--- config.mk ---
export PLATFORM = sky130hd
export DESIGN_NAME = ctms_scheduler
export DESIGN_NICKNAME = d
export VERILOG_FILES = /design/src/ctms_pkg.sv /design/src/ctms_interval_timer.sv /design/src/ctms_scheduler.sv
export SDC_FILE = /design/constraint.sdc
export NUM_CORES = 1
export LEC_CHECK = 0
export BUFFER_PORTS_ARGS = -buffer_cell sky130_fd_sc_hd__buf_2
export CORE_AREA = 2 2 150 152
export DETAILED_ROUTE_END_ITERATION = 16
export DIE_AREA = 0 0 152 154
export MAX_ROUTING_LAYER = met4
export PLACE_DENSITY = 0.7
export SLEW_MARGIN = 20
export SYNTH_ARGS = -nofsm -noshare
export SYNTH_HDL_FRONTEND = slang
export SYNTH_SLANG_ARGS = --single-unit
--- constraint.sdc ---
create_clock -name clk -period 3.46 [get_ports clk]
set_input_delay 0.519 -clock clk [delete_from_list [all_inputs] [get_ports clk]]
set_output_delay 0.519 -clock clk [all_outputs]
set_load 0.005 [all_outputs]
--- src/ctms_pkg.sv ---
// Constants, register map and types of the current and thermal monitor
// scheduler. Assumes a 125 MHz core clock and byte-wide registers.
package ctms_pkg;

  // ****************************************
  // Clock and timing
  // ****************************************
  localparam int CLK_MHZ = 125;
  localparam int TICK_US = 500;
  localparam int TICK_CYCLES = TICK_US * CLK_MHZ;
  localparam int CUR_ACT0_US = 250000;
  localparam int CUR_ACT1_US = 500;
  localparam int CUR_ACT2_US = 1000;
  localparam int CUR_ACT3_US = 3000;
  localparam int CUR_STBY1_US = 1000;
  localparam int CUR_STBY2_US = 5000;
  localparam int CUR_STBY3_US = 10000;
  localparam int TH_ACT1_S = 5;
  localparam int TH_ACT2_S = 10;
  localparam int TH_ACT3_S = 30;
  localparam int TH_STBY_S = 30;
  localparam int US_PER_S = 1000000;
  localparam int PER_W = 16;
  localparam logic [3:0][PER_W-1:0] CUR_ACT_TICKS = {
    16'(CUR_ACT3_US / TICK_US), 16'(CUR_ACT2_US / TICK_US),
    16'(CUR_ACT1_US / TICK_US), 16'(CUR_ACT0_US / TICK_US)};
  localparam logic [3:0][PER_W-1:0] CUR_STBY_TICKS = {
    16'(CUR_STBY3_US / TICK_US), 16'(CUR_STBY2_US / TICK_US),
    16'(CUR_STBY1_US / TICK_US), 16'h0000};
  localparam logic [3:0][PER_W-1:0] TH_ACT_TICKS = {
    16'(TH_ACT3_S * US_PER_S / TICK_US), 16'(TH_ACT2_S * US_PER_S / TICK_US),
    16'(TH_ACT1_S * US_PER_S / TICK_US), 16'h0000};
  localparam logic [PER_W-1:0] TH_STBY_TICKS =
    16'(TH_STBY_S * US_PER_S / TICK_US);

  // ****************************************
  // Register map
  // ****************************************
  localparam int NRAIL = 5;
  localparam int RES_W = 10;
  localparam logic [7:0] CUR_CTL_ADDR = 8'h71;
  localparam logic [7:0] TH_CTL_ADDR = 8'h8e;
  localparam logic [7:0] CUR_POL_ADDR = 8'he3;
  localparam logic [7:0] TH_POL_ADDR = 8'he4;
  localparam logic [7:0] DIE_HI_ADDR = 8'h7e;
  localparam logic [7:0] DIE_LO_ADDR = 8'h7f;
  // Rail order: rail0, rail1, rail2, rail5, rail6
  localparam logic [NRAIL-1:0][7:0] RAIL_HI_ADDR =
    {8'h8a, 8'h88, 8'h8c, 8'h86, 8'h84};
  localparam logic [NRAIL-1:0][7:0] RAIL_LO_ADDR =
    {8'h8b, 8'h89, 8'h8d, 8'h87, 8'h85};
  localparam logic [7:0] LINK_CUR_REG = 8'h15;
  localparam int LINK_RAILS = 3;
  localparam logic [2:0] DIE_SEL = 3'h5;

  // ****************************************
  // Fields and reset values
  // ****************************************
  localparam int CUR_EN_BIT = 0;
  localparam int CUR_FA_LSB = 1;
  localparam int CUR_FS_LSB = 3;
  localparam int CUR_MODE_BIT = 5;
  localparam int TH_EN_BIT = 0;
  localparam int TH_FA_LSB = 1;
  localparam int TH_FS_BIT = 3;
  localparam int TH_MODE_BIT = 4;
  localparam int POL_LSB = 4;
  localparam logic [7:0] CUR_CTL_RST = 8'h2b;
  localparam logic [7:0] TH_CTL_RST = 8'h15;
  localparam logic [7:0] POL_RST = 8'h30;

  typedef enum logic [1:0] {
    HOST_FULL_ON, HOST_IDLE_SUSPEND, HOST_SLEEP, HOST_OFF
  } ctms_host_state_type;

  typedef enum logic {ST_IDLE, ST_WAIT} ctms_state_type;

  // Standby when the host state falls in the policy's standby set
  function automatic logic ctms_is_standby(logic [1:0] pol,
                                           ctms_host_state_type st);
    logic r;
    r = 1'b0;
    case (pol)
      2'h1: r = (st == HOST_OFF);
      2'h2: r = (st == HOST_OFF) || (st == HOST_SLEEP);
      2'h3: r = (st != HOST_FULL_ON);
      default: r = 1'b0;
    endcase
    return r;
  endfunction

endpackage

--- src/ctms_interval_timer.sv ---
// Interval timer counting slow ticks; one expiry pulse per period.
// Assumes tick is a one-cycle enable from the scheduler's divider.
`timescale 1ns/1ps
module ctms_interval_timer #(
  parameter int PW = 16
) (
  input wire logic clk,
  input wire logic nrst,
  input wire logic tick,
  input wire logic run,
  input wire logic restart,
  input wire logic [PW-1:0] period,
  output logic expire
);
  import ctms_pkg::*;

  typedef struct packed {
    logic [PW-1:0] cnt;
    logic expire;
  } ctms_tmr_type;

  ctms_tmr_type s_r;
  ctms_tmr_type s_nxt;

  always_comb begin
    s_nxt = s_r;
    s_nxt.expire = 1'b0;
    if (restart) begin
      s_nxt.cnt = '0;
    end else if (run && tick && period != '0) begin
      // Count compares against period-1 so a change down never overruns
      if (s_r.cnt >= period - 1'b1) begin
        s_nxt.cnt = '0;
        s_nxt.expire = 1'b1;
      end else begin
        s_nxt.cnt = s_r.cnt + 1'b1;
      end
    end
  end

  always_ff @(posedge clk or negedge nrst) begin
    if (!nrst) begin
      s_r <= '0;
    end else begin
      s_r <= s_nxt;
    end
  end

  assign expire = s_r.expire;

endmodule

--- src/ctms_scheduler.sv ---
// Current and thermal monitor scheduler: registers, interval timers,
// conversion sequencing and result storage.
// Assumes a shared converter answering each request with conv_done.
// Operation
// RULE_01 - Five rails are measured, each with its own result pair.
// RULE_02 - High result register holds result bits 9 down to 2.
// RULE_03 - Low result register holds bits 1:0, reads zero, rest reserved.
// RULE_04 - Rail pairs sit at 84/85, 86/87, 8C/8D, 88/89, 8A/8B.
// RULE_05 - Link register 15 returns current of rail selected by address.
// RULE_06 - Active current interval: 0.25s, 0.5ms, 1ms, 3ms.
// RULE_07 - Standby current interval: off, 1ms, 5ms, 10ms.
// RULE_08 - Current mode bit is read-only; its change restarts timers.
// RULE_09 - Current enable gates timers; writing one restarts them.
// RULE_10 - Current policy maps host states to active or standby.
// RULE_11 - Thermal mode bit is read-only; its change restarts timers.
// RULE_12 - Standby thermal: zero disables, one measures every 30s.
// RULE_13 - Active thermal interval: off, 5s, 10s, 30s.
// RULE_14 - Thermal enable gates timers; writing one restarts them.
// RULE_15 - Critical shutdown works regardless of thermal enable.
// RULE_16 - Thermal policy uses the same encodings, reset value 11.
// RULE_17 - Die result: bits 9:8 high register, bits 7:0 low.
// RULE_18 - Each timed die result is compared with the alert threshold.
// RULE_19 - Each expiry issues conversions; results stored on completion.
// RULE_20 - Zero interval stops timer until interval or mode changes.
`timescale 1ns/1ps
module ctms_scheduler #(
  parameter int TICK_CYC = ctms_pkg::TICK_CYCLES
) (
  input wire logic clk,
  input wire logic nrst,
  input wire logic [7:0] reg_addr,
  input wire logic reg_wr,
  input wire logic [7:0] reg_wdata,
  input wire logic reg_rd,
  output logic [7:0] reg_rdata,
  input wire ctms_pkg::ctms_host_state_type host_state,
  output logic conv_req,
  output logic [2:0] conv_sel,
  input wire logic conv_done,
  input wire logic [ctms_pkg::RES_W-1:0] conv_data,
  input wire logic link_rd,
  input wire logic [7:0] link_reg,
  input wire logic [1:0] link_addr,
  output logic [ctms_pkg::RES_W-1:0] link_rdata,
  output logic link_valid,
  input wire logic [ctms_pkg::RES_W-1:0] die_alert_threshold,
  output logic die_alert,
  input wire logic die_critical,
  output logic shutdown_req
);
  import ctms_pkg::*;

  // ****************************************
  // State
  // ****************************************
  typedef struct packed {
    logic [16:0] div;
    logic tick;
    logic cur_en;
    logic [1:0] cur_fa;
    logic [1:0] cur_fs;
    logic cur_mode;
    logic [1:0] cur_pol;
    logic [PER_W-1:0] cur_per;
    logic th_en;
    logic [1:0] th_fa;
    logic th_fs;
    logic th_mode;
    logic [1:0] th_pol;
    logic [PER_W-1:0] th_per;
    logic [NRAIL-1:0][RES_W-1:0] rail_res;
    logic [RES_W-1:0] die_res;
    logic cur_pend;
    logic die_pend;
    ctms_state_type state;
    logic conv_req;
    logic [2:0] conv_sel;
    logic [7:0] rdata;
    logic [RES_W-1:0] link_rdata;
    logic link_valid;
    logic die_alert;
    logic shutdown;
  } ctms_state_regs_type;

  ctms_state_regs_type s_r;
  ctms_state_regs_type s_nxt;

  logic cur_stby_w;
  logic th_stby_w;
  logic [PER_W-1:0] cur_period_w;
  logic [PER_W-1:0] th_period_w;
  logic cur_en_set_w;
  logic th_en_set_w;
  logic cur_restart;
  logic th_restart;
  logic cur_exp;
  logic th_exp;

  // ****************************************
  // Modes, intervals and timers
  // ****************************************
  assign cur_stby_w = ctms_is_standby(s_r.cur_pol, host_state); // RULE_10
  assign th_stby_w = ctms_is_standby(s_r.th_pol, host_state); // RULE_16
  // Encoding 00 yields period zero and halts the timer, except active current, where 00 gives 0.25s
  assign cur_period_w = s_r.cur_mode ? CUR_STBY_TICKS[s_r.cur_fs] // RULE_07
                                     : CUR_ACT_TICKS[s_r.cur_fa]; // RULE_06
  assign th_period_w = s_r.th_mode ? (s_r.th_fs ? TH_STBY_TICKS // RULE_12
                                                : '0)
                                   : TH_ACT_TICKS[s_r.th_fa]; // RULE_13
  assign cur_en_set_w = reg_wr && reg_addr == CUR_CTL_ADDR
                        && reg_wdata[CUR_EN_BIT];
  assign th_en_set_w = reg_wr && reg_addr == TH_CTL_ADDR
                       && reg_wdata[TH_EN_BIT];
  assign cur_restart = (cur_stby_w != s_r.cur_mode) // RULE_08
                       || cur_en_set_w // RULE_09
                       || (cur_period_w != s_r.cur_per); // RULE_20
  assign th_restart = (th_stby_w != s_r.th_mode) // RULE_11
                      || th_en_set_w // RULE_14
                      || (th_period_w != s_r.th_per); // RULE_20

  ctms_interval_timer #(.PW(PER_W)) u_cur_tmr (
    .clk(clk),
    .nrst(nrst),
    .tick(s_r.tick),
    .run(s_r.cur_en),
    .restart(cur_restart),
    .period(cur_period_w),
    .expire(cur_exp)
  );

  ctms_interval_timer #(.PW(PER_W)) u_th_tmr (
    .clk(clk),
    .nrst(nrst),
    .tick(s_r.tick),
    .run(s_r.th_en),
    .restart(th_restart),
    .period(th_period_w),
    .expire(th_exp)
  );

  // ****************************************
  // Next state
  // ****************************************
  always_comb begin
    s_nxt = s_r;
    s_nxt.tick = 1'b0;
    s_nxt.conv_req = 1'b0;
    s_nxt.link_valid = 1'b0;
    if (s_r.div >= 17'(TICK_CYC - 1)) begin
      s_nxt.div = '0;
      s_nxt.tick = 1'b1;
    end else begin
      s_nxt.div = s_r.div + 17'h00001;
    end
    s_nxt.cur_mode = cur_stby_w; // RULE_08
    s_nxt.th_mode = th_stby_w; // RULE_11
    s_nxt.cur_per = cur_period_w;
    s_nxt.th_per = th_period_w;
    // Independent of enable and timers so it can never be masked
    s_nxt.shutdown = die_critical; // RULE_15

    if (reg_wr) begin
      case (reg_addr)
        CUR_CTL_ADDR: begin
          s_nxt.cur_en = reg_wdata[CUR_EN_BIT]; // RULE_09
          s_nxt.cur_fa = reg_wdata[CUR_FA_LSB +: 2];
          s_nxt.cur_fs = reg_wdata[CUR_FS_LSB +: 2];
        end
        TH_CTL_ADDR: begin
          s_nxt.th_en = reg_wdata[TH_EN_BIT]; // RULE_14
          s_nxt.th_fa = reg_wdata[TH_FA_LSB +: 2];
          s_nxt.th_fs = reg_wdata[TH_FS_BIT];
        end
        CUR_POL_ADDR: s_nxt.cur_pol = reg_wdata[POL_LSB +: 2];
        TH_POL_ADDR: s_nxt.th_pol = reg_wdata[POL_LSB +: 2];
        default: ;
      endcase
    end

    if (reg_rd) begin
      s_nxt.rdata = 8'h00;
      case (reg_addr)
        CUR_CTL_ADDR: begin
          s_nxt.rdata[CUR_EN_BIT] = s_r.cur_en;
          s_nxt.rdata[CUR_FA_LSB +: 2] = s_r.cur_fa;
          s_nxt.rdata[CUR_FS_LSB +: 2] = s_r.cur_fs;
          s_nxt.rdata[CUR_MODE_BIT] = s_r.cur_mode;
        end
        TH_CTL_ADDR: begin
          s_nxt.rdata[TH_EN_BIT] = s_r.th_en;
          s_nxt.rdata[TH_FA_LSB +: 2] = s_r.th_fa;
          s_nxt.rdata[TH_FS_BIT] = s_r.th_fs;
          s_nxt.rdata[TH_MODE_BIT] = s_r.th_mode;
        end
        CUR_POL_ADDR: s_nxt.rdata[POL_LSB +: 2] = s_r.cur_pol;
        TH_POL_ADDR: s_nxt.rdata[POL_LSB +: 2] = s_r.th_pol;
        DIE_HI_ADDR: s_nxt.rdata[1:0] = s_r.die_res[9:8]; // RULE_17
        DIE_LO_ADDR: s_nxt.rdata = s_r.die_res[7:0]; // RULE_17
        default: begin
          for (int i = 0; i < NRAIL; i++) begin
            if (reg_addr == RAIL_HI_ADDR[i]) begin // RULE_04
              s_nxt.rdata = s_r.rail_res[i][9:2]; // RULE_02
            end
            // Low register reads zero; result bits 1:0 are stored but not returned
            if (reg_addr == RAIL_LO_ADDR[i]) begin // RULE_04
              s_nxt.rdata = 8'h00; // RULE_03
            end
          end
        end
      endcase
    end

    if (link_rd) begin
      s_nxt.link_valid = 1'b1;
      s_nxt.link_rdata = '0;
      if (link_reg == LINK_CUR_REG && 32'(link_addr) < LINK_RAILS) begin
        s_nxt.link_rdata = s_r.rail_res[link_addr]; // RULE_05
      end
    end

    // Set wins over the clear taken by the sequencer
    s_nxt.cur_pend = s_r.cur_pend || cur_exp;
    s_nxt.die_pend = s_r.die_pend || th_exp;
    case (s_r.state)
      ST_IDLE: begin
        if (s_r.cur_pend) begin
          s_nxt.cur_pend = cur_exp;
          s_nxt.conv_sel = 3'h0;
          s_nxt.conv_req = 1'b1; // RULE_19
          s_nxt.state = ST_WAIT;
        end else if (s_r.die_pend) begin
          s_nxt.die_pend = th_exp;
          s_nxt.conv_sel = DIE_SEL;
          s_nxt.conv_req = 1'b1; // RULE_19
          s_nxt.state = ST_WAIT;
        end
      end
      ST_WAIT: begin
        if (conv_done) begin
          if (s_r.conv_sel == DIE_SEL) begin
            s_nxt.die_res = conv_data; // RULE_17
            s_nxt.die_alert = conv_data >= die_alert_threshold; // RULE_18
            s_nxt.state = ST_IDLE;
          end else begin
            s_nxt.rail_res[s_r.conv_sel] = conv_data; // RULE_01
            if (32'(s_r.conv_sel) < NRAIL - 1) begin
              s_nxt.conv_sel = s_r.conv_sel + 3'h1;
              s_nxt.conv_req = 1'b1; // RULE_19
            end else begin
              s_nxt.state = ST_IDLE;
            end
          end
        end
      end
      default: s_nxt.state = ST_IDLE;
    endcase
  end

  always_ff @(posedge clk or negedge nrst) begin
    if (!nrst) begin
      s_r <= '0;
      s_r.cur_en <= CUR_CTL_RST[CUR_EN_BIT];
      s_r.cur_fa <= CUR_CTL_RST[CUR_FA_LSB +: 2];
      s_r.cur_fs <= CUR_CTL_RST[CUR_FS_LSB +: 2];
      s_r.cur_mode <= CUR_CTL_RST[CUR_MODE_BIT];
      s_r.cur_pol <= POL_RST[POL_LSB +: 2];
      s_r.th_en <= TH_CTL_RST[TH_EN_BIT];
      s_r.th_fa <= TH_CTL_RST[TH_FA_LSB +: 2];
      s_r.th_fs <= TH_CTL_RST[TH_FS_BIT];
      s_r.th_mode <= TH_CTL_RST[TH_MODE_BIT];
      s_r.th_pol <= POL_RST[POL_LSB +: 2];
      s_r.state <= ST_IDLE;
    end else begin
      s_r <= s_nxt;
    end
  end

  assign reg_rdata = s_r.rdata;
  assign conv_req = s_r.conv_req;
  assign conv_sel = s_r.conv_sel;
  assign link_rdata = s_r.link_rdata;
  assign link_valid = s_r.link_valid;
  assign die_alert = s_r.die_alert;
  assign shutdown_req = s_r.shutdown;
endmodule

Word-level counts from Yosys, hierarchy flattened
Index checks and enable logic that the tools add are counted.
Storage, ports and cells
  register bits after elaboration: 187
  input bits: 55
  output and inout bits: 25
  word-level logic and storage cells: 177
Operators by class
  $add $sub $neg: 6
  magnitude comparators: 12
  equal/unequal tests: 34
  muxes and demuxes: 56
  bitwise gates (word level): 2
  reductions and logical operators: 33
Operators by type and width (number)
  $mux W16: 10
  $eq A8 B8 Y1 const B: 13
  $bmux W16 S2: 3
  $mux W8: 10
  $mux W17: 3
  $bwmux W50: 1
  $add A16 B1 Y16 const B: 2
  $ge A16 B16 Y1: 2
  $ne A16 B16 Y1: 2
  $reduce_bool A16 Y1: 2
  $sub A16 B1 Y16 const B: 2
  $demux W10 S3: 1
  $mux W10: 3
  $eq A8 B7 Y1 const B: 3
  $bmux W10 S2: 1
  $add A17 B1 Y17 const B: 1
  $ge A17 B16 Y1 const B: 1
  $eq A2 B2 Y1 const B: 6
  $ge A10 B10 Y1: 1
  $logic_and A1 B1 Y1: 10
  $mux W1: 10
  $mux W5: 2
  $pmux W2 S5: 1
  $pmux W5 S2: 1
  31 further kinds: 52

Longest topological paths before layout
Gate-level depths: netlist of the first run.
  word-level depth: 12
  mapped depth: 19
  mapped depth without buffers: 18

Cells and area by module
A second synthesis of the first run with hierarchy kept.
Second synthesis, totals
  cell total of the unflattened synthesis: 962
  area, all modules: 10050.9 µm²
By module, submodules not included
  ctms_scheduler: instances 1, cells an instance 610, area each 6959.2 µm²
  ctms_interval_timer at u_cur_tmr: instances 1, cells an instance 173, area each 1565.3 µm²
  ctms_interval_timer at u_th_tmr: instances 1, cells an instance 179, area each 1526.5 µm²

Worst setup path after synthesis of the first run
Ideal clock, no wire load.
  path type: reg2reg
  start: reg s_r[109] (netlist name)
  end: reg u_th_tmr.s_r[1] (netlist name)
  data arrival time: 3428 ps
  data required time: 3342 ps
  setup slack: -86 ps
  cell stages (with the launch flop): 17
  buffers on the path: 1
  cell sequence: dfstp_2 inv_1 ha_1 inv_1 nor2_1 inv_1 nand3_1 nor3_1 xnor2_1 ha_1 nand4_2 or4_4 o32ai_4 nor3_2 buf_6 mux2i_1 nor2_1
RTL lines
  from (decl): RTL line ctms_scheduler.sv:85  | ctms_state_regs_type s_r;
  from (signal assigned): RTL line ctms_scheduler.sv:274  | s_r <= s_nxt;
  to (signal assigned): RTL line ctms_interval_timer.sv:45  | s_r <= s_nxt;
  to (decl): RTL line ctms_interval_timer.sv:22  | ctms_tmr_type s_r;

==> results.tsv, run 1 <==
stage	metric	value	unit
global_routing	grt_pass1_vias	7530	
sta	finalMaxSlewViolations	0	
synth	ys_seq_area_frac	0.430	
synth	synth_top_family_by_area	simple AND/OR/NAND/NOR gates	
detailed_routing	drt_iter0_drc	482	
finish	instances_no_fill	1357	
worst_hold_path	holdCritPathClass	in -> async	
critical_path	critPathRequiredTime	3.75	ns
critical_path	cp_cell_sequence	inv_4 > buf_4 > o21a_4 > ha_4 > and3_4 > xnor2_1 > ha_1 > nand2_1 > or4_4 > o32ai_4 > buf_6 > nor2_2 > nor3_2	
sta	fmax	0.299	GHz
floorplan	rows	54	
detailed_routing	dr_wl_met3	903	um
synth	postSynthCellCount	944	
synth	synth_cell_types	74	
detailed_routing	routed_wirelength	23.7	mm
sta	hold_violations	0	
critical_path	crit_fanout	5	
finish	final_cell_mix	dfrtp_1 (153), buf_2 (77), buf_4 (69)	
critical_path	cp-end-kind	flop	
finish	final_nets	1178	
clock_network	cts_sinks	165	
sta	clock_skew	0.0134	ns
synth	synth_xor_area_frac	0.0200	
finish	finalInstanceArea	11600	um2
synth	ys_ff_latch	165	
clock_network	htree_levels	4	
synth	ys_warn_count	0	
detailed_routing	final_antenna_net_count	0	
synth	synth_compound_area_frac	0.142	
floorplan	core	21700	um2
critical_path	worstRegToRegCells	13	
synth	syn_nets	1059	
placed_design	dp_hpwl	16.5	mm
detailed_routing	routed.top_layer	met4	
critical_path	reg2reg_from	s_r[109]	
global_routing	grt_max_degree	81	
global_routing	antenna_found_initial	1	
sta	tns	0	ns
detailed_routing	routedWlPerCell	17.4	um
finish	n_fill_cell	1870	
critical_path	worst-path-buf-inv	3	
critical_path	r2r_setup_slack	0.11	ns
flow_run	cap_violations	0	
critical_path	crit_type	reg -> reg	
finish	drive_gt1_frac	0.323	
floorplan	fp.dieH	154	um
critical_path	cp.arrival	3.64	ns
placed_design	portBuffers	77	
detailed_routing	viasPerCell	5.63	
clock_network	cts_tree	yes	
detailed_routing	first_pass_iters	6	
synth	async_flop_share	1.00	
finish	syn2layout_area_growth	20.5	%
detailed_routing	drc	0	
detailed_routing	met2WireLength	11.4	mm
placed_design	dp_cells	1315	
sta	tightest_slew	0.882	ns
clock_network	clock_path_buffers	2	
sta	finalSetupViolations	0	
power	ir_worst_vdd	0.303	mV
detailed_routing	wl_met1	10.9	mm
status	outcome	finished clean	
global_routing	grt_pass1_wl	38.4	mm
floorplan	start_util	0.444	
clock_network	clockRootBuffer	clkbuf_16	
critical_path	worstReg2RegEnd	u_th_tmr.expire	
sta	min_period_over_period	0.968	
finish	mostFrequentLayoutCell	dfrtp_1	
power	power.density	401	nW/um2
synth	synth_fa_ha_area_frac	0.0779	
critical_path	slowest_stage	dfstp_2	
detailed_routing	vias	7640	
floorplan	die_area	23400	um2
critical_path	cp-start-kind	flop	
synth	synthSimpleGateAreaFrac	0.162	
clock_network	clk_latency	0.43	ns
critical_path	cpPeakStageDelay	0.57	ns
synth	syn_area	9630	um2
sta	fin_crit	3.35	ns
floorplan	pin_count	80	
placed_design	place.gp.congestion	0.892	
placed_design	place_area	10600	um2
global_routing	overflow	0	
floorplan	die_w	152	um
power	total_power	0.00465	W
sta	rsz0062_at_grt	true	
power	p_leak	5.23	nW
clock_network	cts_buffers	17	
clock_network	clk_pin_slew	0.08	ns
sta	slew_headroom	0.410	
synth	synth_ff_type	dfrtp_1	
global_routing	grt_usage	0.207	
synth	synth_enable_flop_cells	0	
synth	synth_mux_area_frac	0.107	
critical_path	critical_path.top_delay_family	simple AND/OR/NAND/NOR gates	
synth	syn_avg_cell_area	10.2	um2
==> kinds of logic after synthesis <==
group / count (synthesis)
simple gates: 283
compound gates: 209
flops: 165
buf+inv: 122
mux: 82
fa+ha+maj: 60
xor+xnor: 22
other cells: 1
==> layout make-up <==
class / instances / area (um2) / share of cell area
flip-flops and latches: 165 / 4140 / 0.357
diodes: 1 / 2.50 / 0.000216
clock buffers: 17 / 425 / 0.0367
multi-input cells: 657 / 5270 / 0.454
clock inverters: 15 / 155 / 0.0134
repair buffers: 153 / 991 / 0.0854
inverters: 69 / 267 / 0.0230
well taps: 280 / 350 / 0.0302
==> metal layers <==
metal	track usage	vias up
met5	-	-
met4	0.0672	0
met3	0.0366	34
met2	0.322	143
met1	0.276	3798
li1	-	3665
==> what timing repair did <==
item / 4_1_cts / 5_1_grt
buffers inserted: 1 / 6
cloned: 1 / 1
setup endpoints to repair: 27 / 34
resized for setup: 16 / 72
pin swaps: 13 / 32
hold buffers: 0 / 0
==> flip-flops by register name, summed over array words and instances (netlist names) <==
signal,flops
link_rdata,10
u_cur_tmr.s_r,16
u_cur_tmr.expire,1
reg_rdata,8
link_valid,1
conv_req,1
shutdown_req,1
s_r,106
die_alert,1
u_th_tmr.expire,1
u_th_tmr.s_r,16
conv_sel,3
==> worst max path at each step <==
stage,cells after the start,start,endpoint
3_3_place_gp,14,s_r[132],u_cur_tmr.s_r[16]
3_5_place_dp,14,s_r[132],u_cur_tmr.s_r[14]
5_1_grt,14,s_r[109],u_th_tmr.s_r[13]
4_1_cts,17,s_r[130],u_cur_tmr.s_r[12]
6_report,13,s_r[109],u_th_tmr.expire
2_1_floorplan,16,s_r[109],u_th_tmr.s_r[1]
==> stage by stage <==
| stage | worst slack [ns] | hold WS (ns) | utilization |
|---|---|---|---|
| after floorplan | 0.00742 | 0.223 | - |
| after global placement | -0.179 | 0.416 | 0.487 |
| after detailed placement | -0.283 | 0.415 | 0.487 |
| after CTS | 0.0121 | 0.150 | 0.517 |
| after global routing | -0.0678 | 0.177 | 0.535 |
| final | 0.111 | 0.115 | 0.535 |
==> synthesized netlist by cell type, types with 10 or more instances <==
library cell,count,area (um2)
a211oi_1,18,135
a21oi_1,55,275
a22oi_1,13,97.6
and3_1,24,150
buf_4,23,173
clkbuf_1,20,75.1
dfrtp_1,154,3850
dfstp_2,11,289
ha_1,60,751
inv_1,68,255
mux2_2,67,754
mux4_2,10,225
nand2_1,52,195
nand3_1,29,145
nand3b_1,14,105
nand4_1,16,100
nor2_1,62,233
nor3_1,23,115
o21ai_0,41,205
o21ai_1,12,60.1
o22ai_1,13,81.3
xnor2_1,12,105
xor2_1,10,87.6
==> worst reg2reg max path: stages (launching register included) <==
cell     delay, ns
dfstp_2       0.57
inv_4         0.06
buf_4         0.13
o21a_4        0.24
ha_4          0.18
and3_4        0.15
xnor2_1       0.14
ha_1          0.28
nand2_1       0.06
or4_4         0.52
o32ai_4       0.37
buf_6         0.18
nor2_2        0.05
nor3_2        0.27
==> report_power, final <==
part           switching (W)  internal, W  leakage, nW  total [W]
logic               0.000391     0.000300         2.79   0.000691
registers          0.0000678      0.00202         2.15    0.00209
clock network       0.000902     0.000964        0.285    0.00187
total                0.00136      0.00329         5.23    0.00465
Note: power is estimated with default switching activity, not from simulation.
==> inputs of run 2 (changes only) <==
Settings changed: CORE_AREA 2 2 150 152 to 2 2 158 144, DIE_AREA 0 0 152 154 to 0 0 160 146, PLACE_DENSITY 0.7 to 0.71, REMOVE_ABC_BUFFERS from default to 1.
==> results.tsv, run 2 (synthesis results as in run 1) <==
stage	metric	value	unit
floorplan	rows	51	
global_routing	grt_usage	0.210	
clock_network	htree_levels	4	
worst_hold_path	holdCritPathClass	in -> async	
critical_path	worstRegToRegCells	16	
global_routing	grt_pass1_wl	38.6	mm
sta	finalSetupViolations	0	
critical_path	r2r_setup_slack	0.06	ns
detailed_routing	drc	0	
detailed_routing	drt_iter0_drc	608	
clock_network	cts_buffers	17	
clock_network	clk_pin_slew	0.07	ns
placed_design	place.gp.congestion	0.848	
critical_path	reg2reg_from	s_r[109]	
detailed_routing	viasPerCell	5.61	
critical_path	cp-end-kind	flop	
global_routing	overflow	0	
critical_path	cp.arrival	3.71	ns
detailed_routing	vias	7758	
critical_path	crit_fanout	5	
finish	largest_reg_flops	106	
flow_run	cap_violations	0	
power	ir_worst_vdd	0.388	mV
sta	finalMaxSlewViolations	0	
critical_path	crit_type	reg -> reg	
sta	hold_violations	0	
status	outcome	finished clean	
sta	fmax	0.294	GHz
clock_network	clockRootBuffer	clkbuf_16	
sta	min_period_over_period	0.984	
power	total_power	0.00465	W
sta	whs	0.0930	ns
finish	top_register	s_r	
global_routing	antenna_found_initial	1	
sta	tns	0	ns
placed_design	dp_cells	1332	
clock_network	cts_sinks	165	
finish	n_fill_cell	1868	
global_routing	grt_pass1_vias	7549	
finish	instances_no_fill	1382	
critical_path	cp-start-kind	flop	
power	power.density	396	nW/um2
floorplan	die_w	160	um
finish	syn2layout_area_growth	21.7	%
detailed_routing	final_antenna_net_count	0	
critical_path	critPathRequiredTime	3.76	ns
clock_network	clk_latency	0.44	ns
global_routing	grt_max_degree	79	
finish	mostFrequentLayoutCell	dfrtp_1	
sta	clock_skew	0.0105	ns
placed_design	dp_hpwl	16.6	mm
sta	rsz0062_at_grt	true	
detailed_routing	routedWlPerCell	17.3	um
finish	final_cell_mix	dfrtp_1 (153), buf_4 (81), buf_2 (76)	
critical_path	worstReg2RegEnd	u_th_tmr.s_r[3]	
clock_network	clock_path_buffers	2	
clock_network	cts_tree	yes	
sta	tightest_slew	0.859	ns
power	p_leak	5.28	nW
floorplan	core	21600	um2
placed_design	portBuffers	77	
floorplan	start_util	0.447	
detailed_routing	first_pass_iters	5	
finish	final_nets	1192	
floorplan	die_area	23400	um2
finish	drive_gt1_frac	0.334	
sta	fin_crit	3.40	ns
floorplan	fp.dieH	146	um
finish	reg_top3	s_r (106), u_cur_tmr.s_r (16), u_th_tmr.s_r (16)	
floorplan	pin_count	80	
detailed_routing	routed_wirelength	24.0	mm
sta	slew_headroom	0.426	
[run 2: cell type report]
type	instances	area, um2	area share
diodes	1	2.50	0.000213
clock buffers	20	437	0.0372
clock inverters	12	121	0.0103
inverters	69	267	0.0227
multi-input cells	657	5290	0.451
flip-flops and latches	165	4140	0.353
well taps	291	364	0.0310
repair buffers	167	1100	0.0941
[run 2: how the worst max path moves through the flow]
stage | cells after the start | to | start
2_1_floorplan | 17 | u_cur_tmr.s_r[10] | s_r[130]
3_3_place_gp | 15 | u_cur_tmr.s_r[10] | s_r[132]
3_5_place_dp | 15 | u_cur_tmr.s_r[10] | s_r[132]
4_1_cts | 17 | u_cur_tmr.s_r[15] | s_r[130]
5_1_grt | 18 | u_cur_tmr.s_r[8] | s_r[130]
6_report | 16 | u_th_tmr.s_r[3] | s_r[109]
[run 2: metrics by stage]
stage / setup slack (ns) / area (um2) / util
6_report: 0.0567 / 11700 / 0.544
3_5_place_dp: -0.347 / 10600 / 0.492
3_3_place_gp: -0.251 / 10600 / 0.492
4_1_cts: 0.00662 / 11300 / 0.522
2_1_floorplan: -0.626 / 9310 / -
5_1_grt: -0.100 / 11700 / 0.544
[run 2: worst max-delay path: stages, from the launching register on]
cell     delay (ns)
dfstp_2        0.57
buf_6          0.12
ha_4           0.13
inv_2          0.04
o21a_4         0.23
buf_6          0.12
and3_4         0.16
xnor2_2        0.13
ha_1           0.29
nand2_2        0.06
or4_4          0.54
o32ai_4        0.39
buf_6          0.18
buf_6          0.09
nor3_2         0.03
o21ai_1        0.13
a21oi_1        0.08
[run 2: per-layer routing]
| layer | up-vias | wire length (um) | global-route usage |
|---|---|---|---|
| li1 | 3712 | - | - |
| met1 | 3817 | 11100 | 0.292 |
| met2 | 195 | 11300 | 0.315 |
| met3 | 34 | 1030 | 0.0325 |
| met4 | 0 | 458 | 0.0698 |
| met5 | - | 0 | - |
[run 2: repair_timing]
item                                   4_1_cts  5_1_grt
cloned                                       1        1
pin swaps                                    7       48
setup buffers                                1       15
setup endpoints to repair                   34       34
hold buffers                                 0        0
resized for setup                           19       77
endpoints found under the hold margin        0        0
[run 2: power breakdown]
part / switching, W / total (W) / internal [W]
registers: 0.0000708 / 0.00210 / 0.00202
logic: 0.000396 / 0.000711 / 0.000316
clock network: 0.000832 / 0.00184 / 0.00101
total: 0.00130 / 0.00465 / 0.00335
==> inputs of run 3 (changes only) <==
Settings changed: GPL_TIMING_DRIVEN from default to 0, HOLD_SLACK_MARGIN from default to 0.1.
==> results.tsv, run 3 (synthesis results as in run 1) <==
stage	metric	value	unit
detailed_routing	viasPerCell	5.80	
finish	seq_area	4150	um2
clock_network	cts_buffers	17	
floorplan	start_util	0.447	
sta	slew_headroom	0.151	
placed_design	place_area	10100	um2
finish	largest_reg_flops	106	
clock_network	cts_sinks	165	
sta	fin_crit	3.46	ns
detailed_routing	drt_iter0_drc	567	
sta	tns	-0.000173	ns
placed_design	portBuffers	77	
global_routing	grt_max_degree	94	
clock_network	clock_path_buffers	2	
critical_path	crit_fanout	8	
global_routing	overflow	0	
clock_network	clk_latency	0.44	ns
global_routing	grt_pass1_wl	38.3	mm
clock_network	cts_tree	yes	
power	ir_worst_vdd	0.395	mV
floorplan	fp.dieH	146	um
detailed_routing	first_pass_iters	5	
floorplan	die_area	23400	um2
finish	finalInstanceArea	11600	um2
sta	clock_skew	0.00979	ns
floorplan	pin_count	80	
placed_design	post-place-ws	-0.891	ns
sta	finalSetupViolations	1	
global_routing	grt_usage	0.208	
clock_network	clk_pin_slew	0.07	ns
finish	mostFrequentLayoutCell	dfrtp_1	
detailed_routing	final_antenna_net_count	0	
finish	n_fill_cell	1850	
finish	multi_input_area	5470	um2
critical_path	cp.arrival	3.76	ns
finish	syn2layout_area_growth	20.5	%
sta	fmax	0.289	GHz
sta	whs	0.188	ns
power	p_leak	5.10	nW
sta	hold_violations	0	
detailed_routing	drc	0	
sta	rsz0062_at_grt	true	
critical_path	cp-end-kind	flop	
status	violations	negative setup slack	
clock_network	htree_levels	4	
global_routing	use_met3	0.0370	
finish	final_cell_mix	dfrtp_1 (152), buf_2 (77), mux2_2 (67)	
placed_design	dp_hpwl	15.4	mm
global_routing	grtUsageMet2	0.319	
worst_hold_path	holdCritPathClass	in -> reg	
floorplan	core	21600	um2
detailed_routing	vias	7745	
critical_path	cp-start-kind	flop	
finish	drive_gt1_frac	0.324	
placed_design	place.gp.congestion	0.837	
sta	finalMaxSlewViolations	0	
status	outcome	finished with violations	
global_routing	grt_pass1_vias	7484	
floorplan	rows	51	
sta	min_period_over_period	1.00	
finish	final_util	0.538	
sta	fin_ws	-0.000173	ns
critical_path	critPathRequiredTime	3.76	ns
global_routing	grt_busiest_layer	met2	
clock_network	clockRootBuffer	clkbuf_16	
finish	top_register	s_r	
floorplan	die_w	160	um
flow_run	cap_violations	0	
finish	reg_top3	s_r (106), u_cur_tmr.s_r (16), u_th_tmr.s_r (16)	
global_routing	antenna_found_initial	1	
finish	final_nets	1146	
sta	tightest_slew	1.26	ns
detailed_routing	routedWlPerCell	18.1	um
global_routing	grtUsageMet1	0.277	
power	power.density	401	nW/um2
detailed_routing	routed_wirelength	24.1	mm
critical_path	crit_type	reg -> reg	
==> run 3: cell count changes in the layout (fill, tap and decap cells not counted), sizes merged <==
cell	change
clkbuf	-3
nor3	+1
clkinv	+5
buf	-47
dlygate4sd3	+1
inv	-1
clkinvlp	-2
==> run 3: cell type report <==
class,instances,share of cell area
Clock inverter,14,0.0125
Timing Repair Buffer,120,0.0662
Inverter,69,0.0232
Antenna cell,1,0.000216
Clock buffer,18,0.0378
Tap cell,291,0.0314
Multi-Input combinational cell,658,0.471
Sequential cell,165,0.358
==> run 3: critical path: stages (launching register included) <==
cell	delay, ns
dfstp_2	0.57
buf_4	0.15
ha_4	0.14
inv_1	0.06
o21a_4	0.22
nand3_4	0.09
nor3_4	0.05
xnor2_1	0.14
ha_1	0.36
nand4_4	0.12
or4_4	0.50
o32ai_4	0.41
buf_6	0.18
nor3_4	0.07
nand3b_1	0.18
a21oi_2	0.07
==> run 3: worst paths after layout <==
kind | to | slack [ns] | depth (start not counted) | startpoint
worst max-delay path | u_th_tmr.s_r[12] | -0.0002 | 15 | s_r[109]
worst min-delay path | shutdown_req | 0.19 | 1 | die_critical
worst max register to register | u_th_tmr.s_r[12] | -0.0002 | 15 | s_r[109]
worst min register to register | s_r[27] | 0.44 | 1 | u_cur_tmr.expire
max in group asynchronous | s_r[108] | 1.96 | 3 | nrst
min in group asynchronous | u_cur_tmr.s_r[10] | 0.65 | 2 | nrst
==> run 3: repair_timing <==
item | CTS | global route
resized for setup | 66 | 63
setup endpoints to repair | 34 | 34
pin swaps | 25 | 45
hold buffers | 1 | 0
cloned | 2 | 0
hold endpoints to repair | 69 | 0
buffers inserted | 20 | 19
==> run 3: report_power, final <==
group | switching [W] | internal (W) | total (W)
sequential | 0.0000768 | 0.00203 | 0.00210
combinational | 0.000399 | 0.000279 | 0.000678
clock | 0.000846 | 0.00103 | 0.00188
==> run 3: per-stage QoR <==
step	instances	power [W]
CTS	1316	0.00460
floorplan	891	0.00244
detailed placement	1261	0.00267
global placement	1259	0.00265
finish	1336	0.00466
global route	1336	0.00484
==> run 3: layer usage <==
layer | up-vias | share of wire
li1 | 3611 | -
met1 | 3848 | 0.45
met2 | 245 | 0.47
met3 | 41 | 0.054
met4 | 0 | 0.022
met5 | - | 0
